**src/reload_timer_pair_defines.vh**
```
// Purpose: constants for the dual reload timer with remote transmit
// Assumes: 16-bit register port, word-wide offsets, 125 MHz system clock
// Notes: offsets count in words; byte lanes follow the port's byte enables
`ifndef RELOAD_TIMER_PAIR_DEFINES_VH
`define RELOAD_TIMER_PAIR_DEFINES_VH

// ------------------------------------------------------------------
// register offsets
// ------------------------------------------------------------------
`define OFS_CONTROL 3'h0
`define OFS_MODE 3'h1
`define OFS_FLAGS 3'h2
`define OFS_LOWER 3'h3
`define OFS_UPPER 3'h4
`define OFS_MSTOP 3'h5

// ------------------------------------------------------------------
// control register fields
// ------------------------------------------------------------------
`define CTL_EXN_BIT 3
`define CTL_UIE_BIT 2
`define CTL_LIE_BIT 1
`define CTL_PS22_BIT 0
`define CTL_RESET 8'h08

// ------------------------------------------------------------------
// mode register fields
// ------------------------------------------------------------------
`define MODE_ST_BIT 7
`define MODE_REMOTE_BIT 6
`define MODE_CASC_BIT 5
`define MODE_TGL_BIT 4
`define MODE_PS21_BIT 3
`define MODE_PS20_BIT 2
`define MODE_PS11_BIT 1
`define MODE_PS10_BIT 0
`define MODE_RESET 8'h00

// ------------------------------------------------------------------
// flag register fields
// ------------------------------------------------------------------
`define FLG_UPPER_BIT 7
`define FLG_LOWER_BIT 6
`define FLG_RESERVED 8'h3f

// ------------------------------------------------------------------
// reset values
// ------------------------------------------------------------------
`define CNT8_RESET 8'hff
`define CNT16_RESET 16'h00ff
`define MSTOP_RESET 1'b1

// ------------------------------------------------------------------
// prescaler taps
// ------------------------------------------------------------------
`define PRE_WIDTH 11
`define TAP_DIV2 0
`define TAP_DIV64 5
`define TAP_DIV128 6
`define TAP_DIV1024 9
`define TAP_DIV2048 10

`endif

```
**src/reload_timer_pair.v**
```verilog
// Purpose: two chained reload down-counters with tone and remote transmit output
// Assumes: 16-bit register port with byte enables, edge pins asynchronous
// Notes: counters load and reload; flags clear by writing 0 after reading 1
//
// Summary of operation
// - module stop bit, reset to 1, halts both timers; 0 lets them run
// - lower timer counts divided clock or pin A edges, reloading still works
// - writing lower reload value also loads lower counter at once
// - lower underflow reloads lower counter and raises lower request
// - tone output inverts on every lower underflow
// - cascaded 16-bit uses upper byte and lower byte, word access only
// - 16-bit write loads whole counter, whole underflow reloads whole value
// - expansion select 0 makes upper 16 bits, chained gives 24-bit counter
// - lower request and tone stay active during cascaded operation
// - upper counts divided clock, pin B edges or lower underflows
// - upper reload write loads counter; underflow reloads and raises request
// - remote mode: lower makes carrier, upper times burst and space
// - setting start bit loads both counters as transmission begins
// - during transmission upper reload write waits for next underflow
// - low-power entry clears the start bit
// - start bit takes effect on the upper timer input clock
// - expansion word read swaps upper counter bytes on the bus
// - expansion word write swaps bytes into upper reload value
// - underflow sets flag; write 0 after reading 1 clears it
// - each request reaches processor only when its enable is 1
// - 8-bit timer underflows every 1 to 256 input clocks
`timescale 1ns/1ps
`include "reload_timer_pair_defines.vh"

module reload_timer_pair (
    input wire sys_clk_i,
    input wire resetn_i,
    input wire [2:0] addr_i,
    input wire [15:0] wdata_i,
    input wire [1:0] byte_en_i,
    input wire wr_i,
    input wire rd_i,
    output reg [15:0] rdata_o,
    input wire ext_edge_pin_a_i,
    input wire ext_edge_pin_b_i,
    input wire pin_a_falling_i,
    input wire pin_b_falling_i,
    input wire low_power_i,
    output reg lower_irq_o,
    output reg upper_irq_o,
    output reg tone_o,
    output reg remote_tx_o
);

    // ------------------------------------------------------------------
    // reset release
    // ------------------------------------------------------------------
    reg rst_meta_reg;
    reg rst_sync_reg;
    wire rst_n;

    // async assert, two-flop release
    // the rest of the design sees only the released copy
    always @(posedge sys_clk_i or negedge resetn_i) begin
        if (!resetn_i) begin
            rst_meta_reg <= 1'b0;
            rst_sync_reg <= 1'b0;
        end else begin
            rst_meta_reg <= 1'b1;
            rst_sync_reg <= rst_meta_reg;
        end
    end
    assign rst_n = rst_sync_reg;

    // ------------------------------------------------------------------
    // registers and state
    // ------------------------------------------------------------------
    reg [7:0] control_reg;
    reg [7:0] mode_reg;
    reg lower_underflow_flag_reg;
    reg upper_underflow_flag_reg;
    reg lower_flag_seen_reg;
    reg upper_flag_seen_reg;
    reg module_stop_reg;
    reg [7:0] lower_reload_value_reg;
    reg [15:0] upper_reload_value_reg;
    reg [7:0] lower_down_counter_reg;
    reg [15:0] upper_down_counter_reg;
    reg burst_space_toggle_reg;
    reg tx_active_reg;
    reg [`PRE_WIDTH-1:0] pre_reg;
    reg [`PRE_WIDTH-1:0] pre_prev_reg;
    reg [2:0] pin_a_sync_reg;
    reg [2:0] pin_b_sync_reg;
    reg [2:0] sync_fill_reg;

    wire expansion_select = control_reg[`CTL_EXN_BIT];
    wire cascaded = mode_reg[`MODE_CASC_BIT];
    wire remote_mode = mode_reg[`MODE_REMOTE_BIT];
    wire transmit_start_bit = mode_reg[`MODE_ST_BIT];
    wire run = ~module_stop_reg;

    // rising edge of one prescaler tap, one cycle wide
    function tap_pulse;
        input [`PRE_WIDTH-1:0] now;
        input [`PRE_WIDTH-1:0] prev;
        input integer tap;
        begin
            tap_pulse = now[tap] & ~prev[tap];
        end
    endfunction

    // chosen pin edge from the last two settled samples
    function pin_edge;
        input [2:0] s;
        input falling;
        begin
            pin_edge = falling ? (s[2] & ~s[1]) : (~s[2] & s[1]);
        end
    endfunction

    // ------------------------------------------------------------------
    // prescaler and pin synchronisers
    // ------------------------------------------------------------------
    // one divider feeds all rates, so taps stay in phase
    // prescaler frozen in stop so the divider draws no toggling there
    always @(posedge sys_clk_i or negedge rst_n) begin
        if (!rst_n) begin
            pre_reg <= {`PRE_WIDTH{1'b0}};
            pre_prev_reg <= {`PRE_WIDTH{1'b0}};
            pin_a_sync_reg <= 3'h0;
            pin_b_sync_reg <= 3'h0;
            sync_fill_reg <= 3'h0;
        end else begin
            if (run) begin
                pre_reg <= pre_reg + {{(`PRE_WIDTH-1){1'b0}}, 1'b1};
            end
            pre_prev_reg <= pre_reg;
            // bit 0 is the meta flop; only bit 1 reads it
            pin_a_sync_reg <= {pin_a_sync_reg[1:0], ext_edge_pin_a_i};
            pin_b_sync_reg <= {pin_b_sync_reg[1:0], ext_edge_pin_b_i};
            // edges count only once the pin pipe holds real samples,
            // else an idle-high pin fakes a rising edge after reset
            sync_fill_reg <= {sync_fill_reg[1:0], 1'b1};
        end
    end

    // ------------------------------------------------------------------
    // count enables
    // ------------------------------------------------------------------
    reg lower_tick;
    reg upper_src_tick;
    wire lower_uf;
    wire lower_uf8;
    wire upper_uf;
    wire upper_tick;
    wire upper_at_zero;

    // ticks are one cycle wide: one step per input clock
    // lower clock: 3 divided rates or pin A edges
    always @* begin
        case (mode_reg[1:0])
            2'h0: lower_tick = tap_pulse(pre_reg, pre_prev_reg, `TAP_DIV2048);
            2'h1: lower_tick = tap_pulse(pre_reg, pre_prev_reg, `TAP_DIV128);
            2'h2: lower_tick = tap_pulse(pre_reg, pre_prev_reg, `TAP_DIV2);
            default: lower_tick = sync_fill_reg[2] & pin_edge(pin_a_sync_reg, pin_a_falling_i);
        endcase
    end

    // upper clock: divided rates, lower underflow or pin B edges
    always @* begin
        case ({mode_reg[`MODE_PS21_BIT], mode_reg[`MODE_PS20_BIT]})
            2'h0: upper_src_tick = control_reg[`CTL_PS22_BIT] ?
                tap_pulse(pre_reg, pre_prev_reg, `TAP_DIV128) :
                tap_pulse(pre_reg, pre_prev_reg, `TAP_DIV1024);
            2'h1: upper_src_tick = control_reg[`CTL_PS22_BIT] ?
                tap_pulse(pre_reg, pre_prev_reg, `TAP_DIV64) :
                tap_pulse(pre_reg, pre_prev_reg, `TAP_DIV1024);
            2'h2: upper_src_tick = lower_uf8;
            default: upper_src_tick = sync_fill_reg[2] &
                pin_edge(pin_b_sync_reg, pin_b_falling_i);
        endcase
    end

    // cascade: upper steps on lower wrap, only whole-counter zero underflows
    assign upper_at_zero = expansion_select ? (upper_down_counter_reg[7:0] == 8'h00) :
        (upper_down_counter_reg == 16'h0000);
    assign lower_uf8 = run & lower_tick & (lower_down_counter_reg == 8'h00);
    assign upper_tick = run & (cascaded ? lower_uf8 : upper_src_tick);
    assign upper_uf = upper_tick & upper_at_zero;
    // cascade chains the upper low byte, or the whole upper counter at expansion select 0
    // in cascade the lower reloads only with the whole counter
    assign lower_uf = cascaded ? (lower_uf8 & upper_at_zero) : lower_uf8;

    // ------------------------------------------------------------------
    // register port decode
    // ------------------------------------------------------------------
    wire wr_ctl = wr_i & (addr_i == `OFS_CONTROL) & byte_en_i[0];
    wire wr_mode = wr_i & (addr_i == `OFS_MODE) & byte_en_i[0];
    wire wr_flags = wr_i & (addr_i == `OFS_FLAGS) & byte_en_i[0];
    wire wr_mstop = wr_i & (addr_i == `OFS_MSTOP) & byte_en_i[0];
    wire wr_lower = wr_i & (addr_i == `OFS_LOWER);
    wire wr_upper = wr_i & (addr_i == `OFS_UPPER);
    wire word_wr = byte_en_i == 2'h3;
    // cascaded reload pair only takes word writes
    wire casc_wr = cascaded & wr_lower & word_wr;
    wire lower_load = cascaded ? casc_wr : (wr_lower & byte_en_i[0]);
    // refused writes leave value and counter untouched
    // expansion on (select 0): 16-bit upper value by word only, bytes swapped
    wire upper_wr_ok = expansion_select ? (wr_upper & byte_en_i[0]) : (wr_upper & word_wr);
    wire [15:0] upper_wdata = expansion_select ? {8'h00, wdata_i[7:0]} :
        {wdata_i[7:0], wdata_i[15:8]};
    // reload value is held off from the counter while sending
    wire upper_direct = ~tx_active_reg;
    wire st_set_req = wr_mode & wdata_i[`MODE_ST_BIT];

    // ------------------------------------------------------------------
    // control, mode, stop and flag registers
    // ------------------------------------------------------------------
    always @(posedge sys_clk_i or negedge rst_n) begin
        if (!rst_n) begin
            control_reg <= `CTL_RESET;
            mode_reg <= `MODE_RESET;
            module_stop_reg <= `MSTOP_RESET;
            lower_underflow_flag_reg <= 1'b0;
            upper_underflow_flag_reg <= 1'b0;
            lower_flag_seen_reg <= 1'b0;
            upper_flag_seen_reg <= 1'b0;
        end else begin
            if (wr_ctl) begin
                control_reg <= {4'h0, wdata_i[3:0]};
            end
            // start bit and toggle are kept by hardware below
            if (wr_mode) begin
                mode_reg[6:5] <= wdata_i[6:5];
                mode_reg[3:0] <= wdata_i[3:0];
            end
            // start bit moves at once; sending starts on the upper clock
            // a set needs remote mode from an earlier write
            if (low_power_i) begin
                mode_reg[`MODE_ST_BIT] <= 1'b0;
            end else if (wr_mode & ~wdata_i[`MODE_ST_BIT]) begin
                mode_reg[`MODE_ST_BIT] <= 1'b0;
            end else if (st_set_req & remote_mode) begin
                mode_reg[`MODE_ST_BIT] <= 1'b1;
            end
            mode_reg[`MODE_TGL_BIT] <= burst_space_toggle_reg;
            if (wr_mstop) begin
                module_stop_reg <= wdata_i[5];
            end
            // remember a read of 1 so a later write of 0 may clear
            // a read of 0 does not arm the clear
            if (rd_i & (addr_i == `OFS_FLAGS)) begin
                lower_flag_seen_reg <= lower_underflow_flag_reg;
                upper_flag_seen_reg <= upper_underflow_flag_reg;
            end
            // set wins over a clear in the same cycle
            if (lower_uf) begin
                lower_underflow_flag_reg <= 1'b1;
            end else if (wr_flags & ~wdata_i[`FLG_LOWER_BIT] & lower_flag_seen_reg) begin
                lower_underflow_flag_reg <= 1'b0;
                lower_flag_seen_reg <= 1'b0;
            end
            if (upper_uf) begin
                upper_underflow_flag_reg <= 1'b1;
            end else if (wr_flags & ~wdata_i[`FLG_UPPER_BIT] & upper_flag_seen_reg) begin
                upper_underflow_flag_reg <= 1'b0;
                upper_flag_seen_reg <= 1'b0;
            end
        end
    end

    // ------------------------------------------------------------------
    // counters, reload values and transmit state
    // ------------------------------------------------------------------
    // start taken on the upper input clock edge
    wire tx_begin = transmit_start_bit & ~tx_active_reg & upper_tick;
    wire tx_end = ~transmit_start_bit & tx_active_reg;

    always @(posedge sys_clk_i or negedge rst_n) begin
        if (!rst_n) begin
            lower_reload_value_reg <= `CNT8_RESET;
            upper_reload_value_reg <= `CNT16_RESET;
            lower_down_counter_reg <= `CNT8_RESET;
            upper_down_counter_reg <= `CNT16_RESET;
            burst_space_toggle_reg <= 1'b0;
            tx_active_reg <= 1'b0;
        end else begin
            // a write beats a reload in the same cycle
            // lower counter: write loads, wrap reloads, else steps
            if (lower_load) begin
                lower_reload_value_reg <= wdata_i[7:0];
                lower_down_counter_reg <= wdata_i[7:0];
            end else if (tx_begin | lower_uf) begin
                lower_down_counter_reg <= lower_reload_value_reg;
            end else if (run & lower_tick) begin
                lower_down_counter_reg <= lower_down_counter_reg - 8'h01;
            end
            // upper counter
            if (casc_wr) begin
                upper_reload_value_reg[7:0] <= wdata_i[15:8];
                upper_down_counter_reg[7:0] <= wdata_i[15:8];
            end else if (upper_wr_ok) begin
                upper_reload_value_reg <= upper_wdata;
                if (upper_direct) begin
                    upper_down_counter_reg <= upper_wdata;
                end
            end else if (tx_begin | upper_uf) begin
                upper_down_counter_reg <= upper_reload_value_reg;
            end else if (upper_tick) begin
                upper_down_counter_reg <= upper_down_counter_reg - 16'h0001;
            end
            // starting in burst puts carrier in the first period
            // burst first, toggling each underflow while sending
            if (tx_begin) begin
                tx_active_reg <= 1'b1;
                burst_space_toggle_reg <= 1'b1;
            end else if (tx_end) begin
                tx_active_reg <= 1'b0;
                burst_space_toggle_reg <= 1'b0;
            end else if (tx_active_reg & upper_uf) begin
                burst_space_toggle_reg <= ~burst_space_toggle_reg;
            end
        end
    end

    // ------------------------------------------------------------------
    // read mux and registered outputs
    // ------------------------------------------------------------------
    // counters read live; reload values are write only
    reg [15:0] rd_next;
    always @* begin
        case (addr_i)
            `OFS_CONTROL: rd_next = {8'h00, control_reg};
            `OFS_MODE: rd_next = {8'h00, mode_reg};
            `OFS_FLAGS: rd_next = {8'h00, upper_underflow_flag_reg,
                lower_underflow_flag_reg, 6'h3f};
            `OFS_LOWER: rd_next = cascaded ?
                {upper_down_counter_reg[7:0], lower_down_counter_reg} :
                {8'h00, lower_down_counter_reg};
            // expansion: high byte on low lane, low byte on high lane
            `OFS_UPPER: rd_next = expansion_select ?
                {8'h00, upper_down_counter_reg[7:0]} :
                {upper_down_counter_reg[7:0], upper_down_counter_reg[15:8]};
            `OFS_MSTOP: rd_next = {10'h000, module_stop_reg, 5'h00};
            default: rd_next = 16'h0000;
        endcase
    end

    // requests follow their flag one cycle late
    // outputs all from flops; tone and requests also live in cascade
    always @(posedge sys_clk_i or negedge rst_n) begin
        if (!rst_n) begin
            rdata_o <= 16'h0000;
            lower_irq_o <= 1'b0;
            upper_irq_o <= 1'b0;
            tone_o <= 1'b0;
            remote_tx_o <= 1'b0;
        end else begin
            rdata_o <= rd_i ? rd_next : 16'h0000;
            lower_irq_o <= lower_underflow_flag_reg & control_reg[`CTL_LIE_BIT];
            upper_irq_o <= upper_underflow_flag_reg & control_reg[`CTL_UIE_BIT];
            if (lower_uf8) begin
                tone_o <= ~tone_o;
            end
            // next tone value keeps the carrier in step with tone_o
            // carrier gated by toggle; idle low during space
            remote_tx_o <= tx_active_reg & burst_space_toggle_reg & (tone_o ^ lower_uf8);
        end
    end

endmodule // reload_timer_pair

```
**config.mk**
```make
export PLATFORM = sky130hd
export DESIGN_NAME = reload_timer_pair
export DESIGN_NICKNAME = d
export VERILOG_FILES = /design/src/reload_timer_pair.v
export VERILOG_INCLUDE_DIRS = /design/src
export SDC_FILE = /design/constraint.sdc
export NUM_CORES = 1
export LEC_CHECK = 0
export BUFFER_PORTS_ARGS = -buffer_cell sky130_fd_sc_hd__buf_4
export CAP_MARGIN = 20
export CORE_ASPECT_RATIO = 0.6
export CORE_MARGIN = 5
export CORE_UTILIZATION = 35
export DETAILED_ROUTE_END_ITERATION = 16
export GPL_ROUTABILITY_DRIVEN = 0
export MAX_ROUTING_LAYER = met4
export SLEW_MARGIN = 25
export SYNTH_ARGS = -nofsm -noshare
export SYNTH_HDL_FRONTEND = slang
export SYNTH_SLANG_ARGS = --single-unit
```
**constraint.sdc**
```tcl
create_clock -name sys_clk_i -period 3.07 [get_ports sys_clk_i]
set_input_delay 0.614 -clock sys_clk_i [delete_from_list [all_inputs] [get_ports sys_clk_i]]
set_output_delay 0.614 -clock sys_clk_i [all_outputs]
set_load 0.01 [all_outputs]
```
==> summary.txt <==
Clock network
  • Cts bufs inserted: 17
  • Clock Tree Buf Depth: 2
  • Post-CTS Setup Inserts: 0
  • Clk_lat worst skew: slightly above 0.4 ns
  • CTS tree: done
  • CTS sink count: about 110
  • Clock Pin Slew Worst Setup and Hold Paths: approximately 0.05 ns
  • CTS root buf: clkbuf_16
  • H-tree depth reported by CTS: 4
  • Hold_buf cts: 1
  • Post_cts resized: 0

Critical path
  • CP Class: flop to flop
  • CP Max Fanout: 9
  • Critical path, cell by cell: inv_1 -> ha_1 -> nor4b_2 -> and2_0 -> a221oi_1 -> o22a_1 -> mux2i_1 -> o221ai_1
  • Reg2reg end: lower_down_counter_reg[2]$_DFFE_PN1P_
  • Arr. time, crit path: 3.11 ns
  • Crit-path leading delay family: compound AO/OA/AOI/OAI gates
  • Capturing element type of the critical path: flop
  • Worst reg2reg path depth: 8
  • Worst R2R Setup Slack: roughly 0.28 ns
  • Crit path required time: 3.39 ns
  • Crit path largest cell delay: approximately 0.57 ns
  • Worst path bufs/invs: 1
  • Startpoint Class: flop
  • Slowest CP cell: dfstp_2
  • Worst r2r src: upper_down_counter_reg[0]$_DFFE_PN1P_

Layout
  • Multi-input logic area: between 0.002 and 0.003 mm^2
  • # nets final: 671
  • FF+latch area: approximately 0.0029 mm^2
  • Post-layout util: 0.435
  • Layout area overhead: 21.0%
  • Ant diodes: 0
  • Layout cells sized above 1: 0.254
  • Non-filler cells, final: between 800 and 900
  • Filler cells: approximately 1.6k

STA
  • Hold_ws: approximately 0.21 ns
  • RSZ-0062 raised after global routing: false
  • Final setup violation count: 0
  • Final Max Slew Viols: 0
  • Setup_tns: 0 ns
  • Worst Max-Slew Pin Slew: around 0.81 ns
  • Final Hold Viols: 0
  • Fin crit period: approximately 2.8 ns
  • Peak Freq: between 300 and 400 MHz
  • Final Cycle Share: 0.909
  • Normalized max-slew margin: 0.454
  • Worst Skew: between 0.007 and 0.008 ns

Detailed routing
  • Wirelength per Cell: 19.1 um
  • Starting DRT DRC Count: 571
  • Detail Route Antenna Nets: 0
  • Drt drc: 0
  • Via density: approximately 5.5
  • Routed WL: 16,800 um
  • Drt pass-1 iters: 5
  • Vias: slightly below 5k

Placement
  • Post-detail-place hpwl: 12,300 um
  • Placed cell count: roughly 850
  • Number of port buffers: 49

Global routing
  • Grt ovf: 0
  • Vias in the first global route: a little under 5k
  • Largest net degree at the start of global routing: 69
  • First-pass GRT wire length: roughly 27,000 um
  • Initial antenna violation count: 0
  • Gr usage total: 0.183

Floorplanning
  • Die X-Extent: ~180 um
  • Number of cell rows: 36
  • Die area: between 0.015 and 0.02 mm^2
  • Io pins: 50
  • Chip Height: 111 um
  • CORE AREA: 0.0164 mm^2
  • Initial core utilization: 0.359

Power and ir drop
  • Clk network pwr share: 0.345
  • Leakage power: between 0.003 and 0.004 uW
  • Switching Share: 0.323
  • Worst VDD drop: between 0.3 and 0.4 mV
  • Sequential share of power: 0.414
  • Cell Pwr Density: a little over 800 mW/mm^2
  • Cell-internal power: about 4000 uW
  • Switching pwr: 1910 uW
  • Tot Pwr: a little under 6000 uW
  • Power share of the combinational group: 0.241

Min path
  • Worst Hold Class: flop to asynchronous set/reset pin

Logic synthesis
  • Number of synthesized register bits: about 110
  • Distinct cell type count after synthesis: 78
  • Register area share after synthesis: 0.491
  • Synth Flop Type: dfrtp_1
  • Ys async rst share: 1.00
  • Cell area after synthesis: about 0.0059 mm^2
  • Yosys warning count: 0
  • Post-synth EDFFs: 0
  • Gate Count Post-Synth: roughly 580
  • Avg Cell Area, Syn: between 10 and 15 um^2

Run status
  • Outcome: completed

Run
  • MaxCap Viol Count: 0
## per-layer routing
metal	global-route usage	vias to the layer above	part of all wire
met5	-	-	0
met4	0.0469	0	0.016
met3	0.0529	23	0.11
met2	0.232	248	0.40
met1	0.280	2354	0.48
li1	-	2199	-
## worst max-delay path by stage
stage                                                     start                                      to  depth (start not counted)
after detailed placement                        pin_a_falling_i  upper_down_counter_reg[12]$_DFFE_PN0P_                          8
after global routing      upper_down_counter_reg[0]$_DFFE_PN1P_   lower_down_counter_reg[0]$_DFFE_PN1P_                          8
after floorplan                                 pin_a_falling_i  upper_down_counter_reg[14]$_DFFE_PN0P_                          7
after global placement                          pin_a_falling_i   upper_down_counter_reg[3]$_DFFE_PN1P_                          7
after CTS                 upper_down_counter_reg[0]$_DFFE_PN1P_   lower_down_counter_reg[4]$_DFFE_PN1P_                          8
final                     upper_down_counter_reg[0]$_DFFE_PN1P_   lower_down_counter_reg[2]$_DFFE_PN1P_                          8
## layout make-up
class                   count  share of cell area
well taps                 228              0.0400
inverters                  20              0.0105
clock buffers              23              0.0684
multi-input cells         422               0.389
flip-flops and latches    114               0.406
repair buffers             62              0.0674
clock inverters             9              0.0181
## layout by cell type (no fill, tap or decap), types with 17 or more instances in the layout
| cell | instances |
|---|---|
| nand2_1 | 92 |
| dfrtp_1 | 79 |
| buf_4 | 60 |
| nor2_1 | 40 |
| dfstp_2 | 34 |
| nand3_1 | 22 |
| inv_1 | 20 |
| nor3_1 | 20 |
| a21oi_1 | 19 |
| xnor2_1 | 17 |
| clkbuf_16 | 17 |
## synth_stat cells, drive strengths merged (3+ instances only)
cell type,count,share of area
nor4,5,0.0053
and3,7,0.0074
xor2,11,0.016
a41oi,8,0.022
o21a,3,0.0038
mux2,13,0.025
xnor2,17,0.025
dfrtp,80,0.34
a21oi,23,0.022
clkbuf,12,0.0076
mux2i,13,0.022
inv,20,0.013
a22oi,7,0.0089
nand2b,7,0.0074
a2111oi,3,0.0047
a31oi,5,0.0053
o21ai,15,0.013
o22a,3,0.0045
nand2,92,0.059
nor2,42,0.028
a21o,3,0.0038
nor3,21,0.019
o221ai,5,0.0074
o22ai,5,0.0053
nand3,22,0.019
and2,12,0.013
a211o,4,0.0076
dfstp,34,0.15
or3,3,0.0032
a221oi,3,0.0045
buf,15,0.018
nor3b,4,0.0051
nor2b,9,0.0096
a211oi,6,0.013
ha,4,0.0085
nand4,3,0.0032
o32a,6,0.010
## cells by family (layout without fill, tap and decap cells)
kind of cell    Yosys count  after routing  share of synthesized area
fa+ha+maj                 4              4                    0.00849
buf+inv                  47            114                     0.0382
flops                   114            114                      0.491
xor+xnor                 28             28                     0.0416
mux                      26             26                     0.0476
simple gates            240            240                      0.197
other cells               1              2                   0.000636
compound gates          122            122                      0.175
## metrics by stage
step                setup WS (ns)  cell area [um^2]
finish                      0.279              7130
global route                0.114              7130
CTS                         0.316              7130
detailed placement          0.269              6510
global placement            0.307              6510
floorplan                   0.699              5900
## power groups by stage
stage | Clock [uW] | Combinational, uW | Sequential [uW]
2_1_floorplan | 0 | 1100 | 2270
3_5_place_dp | 0 | 1420 | 2440
3_3_place_gp | 0 | 1380 | 2430
4_1_cts | 2070 | 1430 | 2430
6_report | 2040 | 1430 | 2450
5_1_grt | 2140 | 1590 | 2490
Power figures use the tool's default switching activity.
